$ cat src/vdc_pkg.sv
// Shared constants for the supply-voltage detector control block.
package vdc_pkg;

	////////////////////////////////////////////////////////////////////////////
	// Register byte addresses on the APB window.
	localparam logic [7:0] ADDR_CTRL   = 8'h00;
	localparam logic [7:0] ADDR_STATUS = 8'h04;
	localparam logic [7:0] ADDR_MASK   = 8'h08;
	localparam logic [7:0] ADDR_GLOBAL = 8'h0c;

	////////////////////////////////////////////////////////////////////////////
	// Control register field positions.
	localparam int CTRL_DIR_BIT    = 7;
	localparam int CTRL_RSVD_BIT   = 6;
	localparam int CTRL_STABLE_BIT = 5;
	localparam int CTRL_EN_BIT     = 4;
	localparam int CTRL_LEVEL_MSB  = 3;

	// Control reset value: off, falling direction, level code 0101.
	localparam logic [7:0] CTRL_RESET = 8'h05;

	// Level code that hands the comparator to the external trip pin.
	localparam logic [3:0] LEVEL_EXTERNAL = 4'hf;

	////////////////////////////////////////////////////////////////////////////
	// Status, mask and global register field positions.
	localparam int EVT_VOLTAGE_BIT = 0;
	localparam int EVT_STABLE_BIT  = 1;
	localparam int EVT_WIDTH       = 2;
	localparam int GLB_GIE_BIT     = 0;
	localparam int GLB_PRIO_BIT    = 1;

	////////////////////////////////////////////////////////////////////////////
	// Reference settling time and the derived cycle count, rounded up.
	localparam int CLK_PERIOD_NS   = 50;
	localparam int SETTLE_TIME_US  = 20;
	localparam int SETTLE_CYCLES   = (SETTLE_TIME_US * 1000 + CLK_PERIOD_NS - 1) / CLK_PERIOD_NS;

	// Number of asynchronous analog inputs brought into the clock domain.
	localparam int SYNC_WIDTH = 3;

endpackage : vdc_pkg

$ cat src/vdc_sync_if.sv
`timescale 1ns/100ps
// Carries the raw analog levels to the synchroniser and the clean copies back.
interface vdc_sync_if #(
	parameter int W = 3
) (
	input wire logic clk,
	input wire logic rstn
);
	logic [W-1:0] raw;
	logic [W-1:0] synced;

	modport sync (input clk, input rstn, input raw, output synced);
	modport user (output raw, input synced);

endinterface : vdc_sync_if

$ cat src/vdc_sync.sv
`timescale 1ns/100ps
// Two flip-flop synchroniser for the comparator and reference-ready levels.
module vdc_sync #(
	parameter int W = 3
) (
	vdc_sync_if.sync bus
);
	typedef struct packed {
		logic [W-1:0] stage1;
		logic [W-1:0] stage2;
	} vdc_sync_state_t;

	vdc_sync_state_t q;
	vdc_sync_state_t d;

	////////////////////////////////////////////////////////////////////////////
	// The first stage feeds only the second; nothing else may look at it.
	always_comb begin
		d        = q;
		d.stage1 = bus.raw;
		d.stage2 = q.stage1;
	end

	always_ff @(posedge bus.clk or negedge bus.rstn) begin
		if (!bus.rstn) begin
			q <= '0;
		end else begin
			q <= d;
		end
	end

	assign bus.synced = q.stage2;
endmodule : vdc_sync

$ cat src/vdc_top.sv
`timescale 1ns/100ps
// Contract
// - Direction bit 1 flags supply at or above trip; 0 flags at or below.
// - Read-only stable flag is 1 only once the detector has settled.
// - No voltage event or its interrupt before the stable flag is set.
// - Power enable 1 switches the detector on, 0 switches it off.
// - Each switch-on waits the settling interval; stable reads 0 meanwhile.
// - Four-bit level code picks one of fifteen settings, 0000 lowest, 1110 highest.
// - Level code 1111 routes the external trip pin to the comparator.
// - Comparator match in the chosen direction sets the voltage event flag.
// - Interrupt only when event enable and global enable are both set.
// - Settling interval is a fixed time; excursions during it may be missed.
// - Enabled detector keeps working in sleep; a crossing flags and wakes.
// - After a voltage wake, branch to vector only if globally enabled.
// - Any reset returns the control register to reset, detector off.
// - Bit between direction and stable ignores writes and reads zero.
module vdc_top #(
	parameter int SETTLE_CYC = vdc_pkg::SETTLE_CYCLES
) (
	input  wire logic        clk,
	input  wire logic        rstn,
	input  wire logic        psel,
	input  wire logic        penable,
	input  wire logic        pwrite,
	input  wire logic [7:0]  paddr,
	input  wire logic [31:0] pwdata,
	output logic      [31:0] prdata,
	output logic             pready,
	output logic             pslverr,
	input  wire logic        cmp_above_i,
	input  wire logic        cmp_below_i,
	input  wire logic        ref_ready_i,
	input  wire logic        sleep_i,
	output logic             det_power_en_o,
	output logic      [3:0]  trip_level_o,
	output logic             ext_trip_sel_o,
	output logic             trip_dir_o,
	output logic             irq_o,
	output logic             irq_high_prio_o,
	output logic             wake_o,
	output logic             vector_o
);
	localparam int SCW = $clog2(SETTLE_CYC + 1);
	localparam int EW  = vdc_pkg::EVT_WIDTH;

	typedef struct packed {
		logic           trip_direction_select;
		logic           detector_power_enable;
		logic [3:0]     trip_level_select;
		logic           ext_sel;
		logic [SCW-1:0] settle;
		logic           reference_stable_flag;
		logic [EW-1:0]  status;
		logic [EW-1:0]  mask;
		logic           global_irq_enable;
		logic           voltage_event_priority;
		logic [31:0]    rdata;
		logic           ready;
		logic           slverr;
		logic           irq;
		logic           wake;
		logic           vector;
	} vdc_state_t;

	vdc_state_t q;
	vdc_state_t d;

	////////////////////////////////////////////////////////////////////////////
	// Analog levels arrive without any clock relation and are synchronised.
	vdc_sync_if #(.W(vdc_pkg::SYNC_WIDTH)) sync_bus (
		.clk  (clk),
		.rstn (rstn)
	);

	assign sync_bus.raw = {ref_ready_i, cmp_below_i, cmp_above_i};

	vdc_sync #(
		.W (vdc_pkg::SYNC_WIDTH)
	) u_sync (
		.bus (sync_bus)
	);

	logic above_s;
	logic below_s;
	logic ref_ok_s;

	// Only the second-stage copies are read from here on.
	assign above_s  = sync_bus.synced[0];
	assign below_s  = sync_bus.synced[1];
	assign ref_ok_s = sync_bus.synced[2];

	////////////////////////////////////////////////////////////////////////////
	// Bus decode helpers.
	logic          setup_ph;
	logic          access_ph;
	logic          wr_ctrl;
	logic          wr_status;
	logic          wr_mask;
	logic          wr_global;
	logic          crossing;
	logic          voltage_hit;
	logic          stable_rise;
	logic [EW-1:0] evt_set;
	logic [EW-1:0] evt_clr;
	logic [7:0]    ctrl_byte;

	// The access is answered in the cycle after setup, so a write lands
	// at the single edge where the master sees pready high.
	assign setup_ph  = psel && !penable;
	assign access_ph = psel && penable && q.ready;
	assign wr_ctrl   = access_ph && pwrite && (paddr == vdc_pkg::ADDR_CTRL);
	assign wr_status = access_ph && pwrite && (paddr == vdc_pkg::ADDR_STATUS);
	assign wr_mask   = access_ph && pwrite && (paddr == vdc_pkg::ADDR_MASK);
	assign wr_global = access_ph && pwrite && (paddr == vdc_pkg::ADDR_GLOBAL);

	// Bit 6 is hardwired low and the stable bit is never taken from a write.
	assign ctrl_byte = {q.trip_direction_select, 1'b0, q.reference_stable_flag,
		q.detector_power_enable, q.trip_level_select};

	// The direction bit chooses which comparator side counts as a crossing.
	assign crossing    = q.trip_direction_select ? above_s : below_s;
	assign voltage_hit = q.detector_power_enable && q.reference_stable_flag && crossing;

	////////////////////////////////////////////////////////////////////////////
	// Next-state logic for the whole block.
	always_comb begin
		d             = q;
		d.ready       = 1'b0;
		d.slverr      = 1'b0;
		d.wake        = 1'b0;
		d.vector      = 1'b0;
		evt_clr       = '0;

		// Settling runs on a fixed time count; a power-off restarts it.
		if (!q.detector_power_enable) begin
			d.settle                = '0;
			d.reference_stable_flag = 1'b0;
		end else begin
			if (q.settle != SCW'(SETTLE_CYC)) begin
				d.settle = q.settle + 1'b1;
			end
			// Both the timer and the analog ready must agree before stable.
			d.reference_stable_flag = (q.settle == SCW'(SETTLE_CYC)) && ref_ok_s;
		end

		// Control writes; the stable bit and bit 6 are read-only.
		if (wr_ctrl) begin
			d.trip_direction_select = pwdata[vdc_pkg::CTRL_DIR_BIT];
			d.detector_power_enable = pwdata[vdc_pkg::CTRL_EN_BIT];
			d.trip_level_select     = pwdata[vdc_pkg::CTRL_LEVEL_MSB:0];
			if (!pwdata[vdc_pkg::CTRL_EN_BIT]) begin
				d.settle                = '0;
				d.reference_stable_flag = 1'b0;
			end
		end
		d.ext_sel = (d.trip_level_select == vdc_pkg::LEVEL_EXTERNAL);

		// Sticky events: set has priority over a write-one clear.
		stable_rise = d.reference_stable_flag && !q.reference_stable_flag;
		evt_set     = '0;
		evt_set[vdc_pkg::EVT_VOLTAGE_BIT] = voltage_hit;
		evt_set[vdc_pkg::EVT_STABLE_BIT]  = stable_rise;
		if (wr_status) begin
			evt_clr = pwdata[EW-1:0];
		end
		d.status = (q.status & ~evt_clr) | evt_set;

		if (wr_mask) begin
			d.mask = pwdata[EW-1:0];
		end
		if (wr_global) begin
			d.global_irq_enable      = pwdata[vdc_pkg::GLB_GIE_BIT];
			d.voltage_event_priority = pwdata[vdc_pkg::GLB_PRIO_BIT];
		end

		// The interrupt needs a masked-in event and the global enable.
		d.irq = d.global_irq_enable && |(d.status & d.mask);

		// A fresh voltage event during sleep wakes the core; it only takes
		// the vector when interrupts are globally allowed.
		if (sleep_i && d.status[vdc_pkg::EVT_VOLTAGE_BIT]
			&& !q.status[vdc_pkg::EVT_VOLTAGE_BIT]) begin
			d.wake   = 1'b1;
			d.vector = d.global_irq_enable && d.mask[vdc_pkg::EVT_VOLTAGE_BIT];
		end

		// Read data is captured in setup so it is ready in the access phase.
		if (setup_ph) begin
			d.ready = 1'b1;
			if (paddr == vdc_pkg::ADDR_CTRL) begin
				d.rdata = {24'h000000, ctrl_byte};
			end else if (paddr == vdc_pkg::ADDR_STATUS) begin
				d.rdata = {30'h0, q.status};
			end else if (paddr == vdc_pkg::ADDR_MASK) begin
				d.rdata = {30'h0, q.mask};
			end else if (paddr == vdc_pkg::ADDR_GLOBAL) begin
				d.rdata = {30'h0, q.voltage_event_priority, q.global_irq_enable};
			end else begin
				d.rdata  = 32'h00000000;
				d.slverr = 1'b1;
			end
		end
	end

	////////////////////////////////////////////////////////////////////////////
	// Any reset lands the control register on its reset value, detector off.
	always_ff @(posedge clk or negedge rstn) begin
		if (!rstn) begin
			q                   <= '0;
			q.trip_level_select <= vdc_pkg::CTRL_RESET[3:0];
		end else begin
			q <= d;
		end
	end

	////////////////////////////////////////////////////////////////////////////
	// Outputs straight from the state flip-flops.
	assign prdata          = q.rdata;
	assign pready          = q.ready;
	assign pslverr         = q.slverr;
	assign det_power_en_o  = q.detector_power_enable;
	assign trip_level_o    = q.trip_level_select;
	assign ext_trip_sel_o  = q.ext_sel;
	assign trip_dir_o      = q.trip_direction_select;
	assign irq_o           = q.irq;
	assign irq_high_prio_o = q.voltage_event_priority;
	assign wake_o          = q.wake;
	assign vector_o        = q.vector;

	int unsigned on_cnt;

	// Cycles since the detector was last switched on, saturating.
	always_ff @(posedge clk or negedge rstn) begin
		if (!rstn) begin
			on_cnt <= 0;
		end else if (!q.detector_power_enable) begin
			on_cnt <= 0;
		end else if (on_cnt < 32'd100000) begin
			on_cnt <= on_cnt + 1;
		end
	end
endmodule : vdc_top

$ cat config.mk
export PLATFORM = sky130hd
export DESIGN_NAME = vdc_top
export DESIGN_NICKNAME = d
export VERILOG_FILES = /design/src/vdc_pkg.sv /design/src/vdc_sync_if.sv /design/src/vdc_sync.sv /design/src/vdc_top.sv
export SDC_FILE = /design/constraint.sdc
export NUM_CORES = 1
export LEC_CHECK = 0
export ABC_AREA = 0
export BUFFER_PORTS_ARGS = -buffer_cell sky130_fd_sc_hd__buf_2
export CELL_PAD_IN_SITES_DETAIL_PLACEMENT = 1
export CELL_PAD_IN_SITES_GLOBAL_PLACEMENT = 1
export CORE_ASPECT_RATIO = 1.2
export CORE_MARGIN = 2
export CORE_UTILIZATION = 35
export CTS_CLUSTER_DIAMETER = 50
export DETAILED_ROUTE_END_ITERATION = 10
export GPL_TIMING_DRIVEN = 0
export PLACE_DENSITY = 0.8
export SLEW_MARGIN = 20
export SYNTH_ARGS = -nofsm -noshare
export SYNTH_HDL_FRONTEND = slang
export SYNTH_HIERARCHICAL = 1
export SYNTH_SLANG_ARGS = --single-unit
$ cat constraint.sdc
create_clock -name clk -period 2.2 [get_ports clk]
set_clock_uncertainty 0.1 [all_clocks]
set_input_delay 0.66 -clock clk [delete_from_list [all_inputs] [get_ports clk]]
set_output_delay 0.66 -clock clk [all_outputs]
set_load 0.02 [all_outputs]
==> results of run 1 <==
-- layout make-up --
type	instances	area [um2]	share of cell area, %
repair buffers	41	207.7	8.161
clock inverters	2	37.54	1.475
clock buffers	6	82.58	3.245
inverters	7	26.28	1.032
multi-input cells	110	785.8	30.88
well taps	64	80.08	3.147
flip-flops and latches	41	1028	40.41
plain buffers	41	296.5	11.65
-- sequential cells by signal, indices dropped and copies added (netlist names) --
register,count
det_power_en_o,1
irq_high_prio_o,1
trip_level_o,4
ext_trip_sel_o,1
prdata,7
pready,1
vector_o,1
u_sync/d,3
wake_o,1
trip_dir_o,1
q,14
ctrl_byte,1
pslverr,1
u_sync/bus.synced,3
irq_o,1
-- stage by stage --
stage / cells / cell area (um2) / power, uW / utilization (%) / TNS (ns)
after floorplan: 199 / 2113 / 1072 / - / -0.1063
after global placement: 303 / 2394 / 1139 / 42.51 / -4.246
after detailed placement: 303 / 2394 / 1158 / 42.51 / -4.744
after CTS: 312 / 2530 / 1801 / 44.93 / 0
after global routing: 312 / 2545 / 1885 / 45.20 / -0.001258
final: 312 / 2545 / 1788 / 45.20 / 0
-- cell usage in the layout, fill, tap and decap left out, types with 4 or more instances in the layout --
cell	instances
a21oi_1	5
a22o_1	7
buf_2	40
buf_4	37
clkbuf_1	4
clkbuf_8	6
conb_1	25
dfrtp_1	39
inv_1	7
mux2_2	4
mux2i_1	4
nand2_1	5
nand3_1	5
nor2_1	7
o21ai_0	5
or3_1	4
-- what timing repair did --
action	CTS	global route
pin swaps	1	0
buffers inserted	1	0
gates resized for setup	2	2
endpoints found under the hold margin	0	0
endpoints found under the setup margin	6	1
-- where the power goes --
group          internal, uW  switching, uW
Sequential              818           79.9
Combinational           112            144
Clock                   369            265
Total                  1300            490
-- metal layers --
metal / wire length (um) / up-vias / GRT usage (%)
met5: 0 / - / 0
li1: - / 688 / -
met3: 191 / 7 / 3.356
met1: 1630 / 698 / 16.09
met4: 77 / 0 / 5.455
met2: 2270 / 41 / 25.06
-- how the worst max path moves through the flow --
stage	endpoint	slack [ns]	cells past startpoint
2_1_floorplan	ext_trip_sel_o	-0.11	6
3_3_place_gp	prdata[7]	-0.42	5
3_5_place_dp	prdata[4]	-0.45	5
4_1_cts	irq_o	0.01	7
5_1_grt	irq_o	-0.001	7
6_report	ext_trip_sel_o	0.08	7
-- kinds of logic (layout without fill, tap and decap cells) --
logic type	after synthesis	count (layout)
buffers and inverters	48	97
adder cells (fa/ha/maj)	2	2
AND/OR/NAND/NOR	45	45
other	1	25
XOR/XNOR	5	5
multiplexers	13	13
flip-flops	41	41
AO/OA/AOI/OAI	20	20
==> run summary, run 1 <==
Status -> finished, final reports clean
Critical path class -> in2reg
First-pass GRT wire length -> 6.858 mm
Worst IR drop on VDD -> 0.2425 mV
Port Buffer Count -> 40
Worst slack, placed -> -0.4507 ns
Hold/Removal Path Class -> reg2reg
Die Ht -> 87.29 um
H-Tree Depth -> 2
Vias in the first global route -> 1425
Area leader, netlist -> dfrtp_1
Site Rows -> 30
Nets@finish -> 298
Critical path origin -> paddr[5]
Vias/cell -> 4.596
Mapped Cells -> 175
Clock Tree Root -> clkbuf_8
Compound-gate portion of the synthesized area -> 6.865%
Crit-path cells -> buf_2 > nor4_4 > nand3_2 > or3_1 > buf_6 > mux2_4 > and4_1
CTS sink cnt -> 41
Largest net degree at the start of global routing -> 42
Largest family of logic cells by synthesized area -> buffers and inverters
Hold-fix buffers, CTS -> 0
Worst path top cell family by delay -> simple AND/OR/NAND/NOR gates
Critical Path Max Stage Delay -> 0.33 ns
Period utilization -> 96.51%
Min-Delay Endpoint -> u_sync/bus.synced[1]
Max Freq -> 471.0 MHz
Core region area -> 0.005630 mm2
Skew-Pair Late Insertion Delay -> 0.30 ns
Detailed Place HPWL -> 3.147 mm
Most frequent cell after synthesis -> dfrtp_1
Pre-antenna DRT Iters -> 2
Post-synth ARST share -> 100.0%
Ys flop type -> dfrtp_1
Die width -> 73.41 um
Post-synthesis adder-cell area fraction -> 1.237%
Layout cell share with drive strength beyond 1 -> 42.74%
Simple-gate share of the synthesized area -> 14.10%
DR iter-0 viols -> 56
Setup WS post-layout -> 0.07671 ns
Seq cells post-synth -> 41
I/O pin count -> 94
Die ar. -> 0.006407 mm2
Max Cap Violations -> 0
Synth Area in XOR/XNOR -> 2.165%
Final wirelength -> 4.169 mm
Mapped Area -> 0.002023 mm2
Antenna Cells -> 0
DRT antenna net count -> 0
Worst R2R End -> irq_o
Worst path slowest cell -> nor4_4
CP required -> 2.28 ns
Starting Density -> 35.93%
Post-synthesis mux area share -> 8.658%
Worst R2R Path Depth -> 7
CP Capture Type -> register
Relative slew slack -> 39.78%
CP Max Fanout -> 6
Clock buffer depth -> 2
Hold path startpoint -> u_sync/d[1]
Fin. Hold Viols -> 0
Register area share after synthesis -> 50.83%
Final max-slew violation count -> 0
Layout area overhead -> 25.79%
Worst slew pin tran -> 0.9033 ns
Fill cells -> 662
CTS clk-pin slew, worst paths -> 0.08 ns
# setup viols final -> 0
CTS tree -> done
Syn avg cell area -> 11.56 um2
GP Congestion -> 0.7134
Critical Path AT -> 2.21 ns
RR Startpoint -> q[44]
Commonest cells in the netlist -> dfrtp_1 (39), buf_4 (36), nor2_1 (8)
Drc violations -> 0
PwrDens -> 702.5 mW/mm2
Leakage -> 0.001359 uW
Top post-synthesis cells by area -> dfrtp_1 (48%), buf_4 (13%), a22o_1 (3.0%)
Final min period -> 2.123 ns
Unique masters post-synth -> 42
Vias -> 1434
CP Buf/Inv Count -> 2
CTS buffer count -> 5
Hold Slack -> 0.2564 ns
Worst Hold Path Cells -> 0
Syn. warnings -> 6
Wire per inst -> 13.36 um
CP startpoint kind -> primary input
Post-synth EDFFs -> 0
Initial antenna violation count -> 0
GRT Util Overall -> 14.09%
Register-to-Register Setup Slack -> 0.18 ns
Share of the synthesized area in the top cell type -> 48.24%
Total grt overflow -> 0
(Power assumes the default switching activity.)
==> run 2: changes to the inputs <==
Settings changed: CORE_UTILIZATION 35 to 34, PLACE_DENSITY 0.8 to 0.78, SYNTH_HIERARCHICAL 1 to unset.
==> run summary, run 2 <==
Worst path top cell family by delay -> simple AND/OR/NAND/NOR gates
Fill cells -> 647 (-2.3%)
Most frequent cell after synthesis -> dfrtp_1
Gate power share -> 10.9% (-3.4 points)
Skew-Pair Late Insertion Delay -> 0.29 ns (about the same)
CTS clk-pin slew, worst paths -> 0.07 ns (about the same)
Worst IR drop on VDD -> 0.2657 mV (+9.6%)
Detailed Place HPWL -> 3.075 mm (-2.3%)
Critical path class -> in2reg
Vias -> 1425 (-0.63%)
Dpl cells -> 319 (+5.3%)
Drc violations -> 0 (unchanged)
Max Cap Violations -> 0 (unchanged)
Die Ht -> 88.16 um (+1.0%)
Period utilization -> 101.3% (+4.8 points)
Pre-antenna DRT Iters -> 4 (+2)
Failing checks -> negative setup slack
Worst R2R End -> irq_o
CP most frequent cell -> or4_4
Syn. warnings -> 0 (-6)
Relative slew slack -> 40.17% (+0.39 points)
Nets@finish -> 299 (+0.34%)
CP required -> 2.27 ns (about the same)
CP Capture Type -> register
Most frequent cells in the layout -> buf_4 (40), dfrtp_1 (39), buf_2 (38)
Largest register FFs -> 14 (unchanged)
CTS sink cnt -> 41 (unchanged)
Synth Area in XOR/XNOR -> 2.618% (+0.45 points)
Setup WS post-layout -> -0.02958 ns (-0.1063 ns)
Post-synthesis adder-cell area fraction -> 1.247% (+0.010 points)
Largest family of logic cells by synthesized area -> buffers and inverters
Setup TNS -> -0.02958 ns (-0.02958 ns)
Register area share after synthesis -> 51.25% (+0.41 points)
Antenna Cells -> 0 (unchanged)
Status -> finished, violations left
Starting Density -> 35.41% (-0.52 points)
RSZ-0062 raised after global routing -> true
CP Buf/Inv Count -> 1 (-1)
Syn avg cell area -> 11.47 um2 (-0.80%)
Core region area -> 0.005668 mm2 (+0.67%)
Final min period -> 2.230 ns (+0.1063 ns)
GP Congestion -> 0.7448 (+4.4%)
Seq cells post-synth -> 41 (unchanged)
Register-to-Register Setup Slack -> 0.22 ns (+0.04 ns)
GRT Util Overall -> 13.31% (-0.78 points)
Critical Path AT -> 2.30 ns (+0.09 ns)
Max Freq -> 448.5 MHz (-4.8%)
CP startpoint kind -> primary input
Placed inst area -> 0.002417 mm2 (+0.99%)
P_int -> 1047 uW (-19%)
I/O pin count -> 94 (unchanged)
Die width -> 74.14 um (+0.99%)
RR Startpoint -> pready
Sw power -> 354.0 uW (-28%)
Final max-slew violation count -> 0 (unchanged)
Worst slew pin tran -> 0.8974 ns (-0.005911 ns)
Simple-gate share of the synthesized area -> 13.28% (-0.82 points)
CP Max Fanout -> 4 (-2)
Site Rows -> 30 (unchanged)
Levels on crit path -> 6 (-1)
Area leader, netlist -> dfrtp_1
Vias/cell -> 4.331 (-5.8%)
Clock Tree Root -> clkbuf_8
Top post-synthesis cells by area -> dfrtp_1 (49%), buf_4 (14%), mux2_2 (4.5%)
Post-synth ARST share -> 100.0% (unchanged)
Pwr Total -> 1401 uW (-22%)
Worst R2R Path Depth -> 5 (-2)
Post-synthesis mux area share -> 8.479% (-0.18 points)
Commonest non-fill, non-tap cell in the layout -> buf_4
# setup viols final -> 1 (+1)
Reg power frac -> 54.6% (+4.4 points)
Initial antenna violation count -> 0 (unchanged)
Worst slack, placed -> -0.4629 ns (-0.01214 ns)
Vias in the first global route -> 1483 (+4.1%)
CTS buffer count -> 5 (unchanged)
First-pass GRT wire length -> 6.561 mm (-4.3%)
Crit path to -> irq_o
Post-synth EDFFs -> 0 (unchanged)
Clock Power Share -> 34.6% (-0.9 points)
Critical Path Max Stage Delay -> 0.57 ns (+0.24 ns)
DR iter-0 viols -> 47 (-16%)
Most flops, register -> q
PwrDens -> 548.7 mW/mm2 (-22%)
Layout area overhead -> 27.24%
Total grt overflow -> 0 (unchanged)
Crit-path cells -> buf_6 > or4_4 > or4_4 > mux2_4 > a22oi_2 > nor2_1
Final wirelength -> 4.001 mm (-4.0%)
Commonest cells in the netlist -> dfrtp_1 (39), buf_4 (37), nor2_1 (13)
Unique masters post-synth -> 38 (-9.5%)
Layout cell share with drive strength beyond 1 -> 44.98% (+2.2 points)
Largest net degree at the start of global routing -> 42 (unchanged)
H-Tree Depth -> 2 (unchanged)
Port Buffer Count -> 40 (unchanged)
Mapped Area -> 0.002007 mm2 (-0.80%)
Compound-gate portion of the synthesized area -> 6.671% (-0.19 points)
Fin. Hold Viols -> 0 (unchanged)
Hold-fix buffers, CTS -> 0 (unchanged)
Hold/Removal Path Class -> reg2reg
Final cell count without fillers -> 329 (+5.4%)
Mapped Cells -> 175 (unchanged)
Clock buffer depth -> 2 (unchanged)
Sw frac -> 25.27% (-2.1 points)
DRT antenna net count -> 0 (unchanged)
Die ar. -> 0.006536 mm2 (+2.0%)
Share of the synthesized area in the top cell type -> 48.63% (+0.39 points)
Design Area, Final -> 0.002554 mm2 (+0.34%)
Ys flop type -> dfrtp_1
Worst path slowest cell -> or4_4
Critical path origin -> paddr[6]
Wire per inst -> 12.16 um (-9.0%)
Leakage -> 0.001313 uW (-3.4%)
CTS tree -> done
run 2: cell count changes in the layout (fill, tap and decap cells not counted), sizes merged, moves of 3 or more:
cell / before / now
buf: 78 / 81
nor2: 8 / 13
o21ai: 5 / 2
o41ai: 0 / 4
or3: 4 / 1
or4: 0 / 3
run 2: layout make-up:
cell class	instances	area [um2]	share of cell area, %
flip-flops and latches	41	1028	40.27
well taps	80	100.1	3.920
clock buffers	6	72.57	2.842
multi-input cells	110	775.7	30.38
inverters	7	26.28	1.029
plain buffers	40	300.3	11.76
repair buffers	43	235.2	9.211
clock inverters	2	15.01	0.5879
run 2: worst min-delay path by stage:
| stage | cells after the start | slack (ns) | end | from |
|---|---|---|---|---|
| 2_1_floorplan | 0 | 0.23 | u_sync.bus.synced[0] | u_sync.d[0] |
| 3_3_place_gp | 0 | 0.23 | u_sync.bus.synced[2] | u_sync.d[2] |
| 3_5_place_dp | 0 | 0.24 | u_sync.bus.synced[1] | u_sync.d[1] |
| 4_1_cts | 0 | 0.26 | u_sync.bus.synced[1] | u_sync.d[1] |
| 5_1_grt | 0 | 0.26 | u_sync.bus.synced[1] | u_sync.d[1] |
| 6_report | 0 | 0.25 | u_sync.bus.synced[1] | u_sync.d[1] |
run 2: what timing repair did:
action,in CTS,in global routing
pin swaps,2,2
resized for setup,7,3
setup endpoints to repair,12,8
setup buffers,1,2
run 2: power groups by stage:
stage | clock network [uW] | registers [uW] | logic (uW)
floorplan | 0 | 782 | 96.3
global placement | 0 | 779 | 144
detailed placement | 0 | 780 | 145
CTS | 502 | 765 | 149
global route | 530 | 765 | 166
finish | 484 | 764 | 152
run 2: kinds of logic after synthesis:
group | count (synthesis)
multiplexers | 13
flip-flops | 41
other | 1
buffers and inverters | 48
adder cells (fa/ha/maj) | 2
XOR/XNOR | 6
AND/OR/NAND/NOR | 46
AO/OA/AOI/OAI | 18
run 2: metal layers:
metal | global-route usage [%] | wire length [um]
met1 | 14.17 | 1522
met2 | 24.92 | 2147
met3 | 2.877 | 267
met4 | 5.455 | 63
met5 | 0 | 0
run 2: stage by stage:
| stage | util, % | hold WS, ns |
|---|---|---|
| 5_1_grt | 45.06 | 0.2625 |
| 6_report | 45.06 | 0.2526 |
| 3_5_place_dp | 42.65 | 0.2371 |
| 2_1_floorplan | - | 0.2312 |
| 4_1_cts | 44.88 | 0.2557 |
| 3_3_place_gp | 42.65 | 0.2317 |
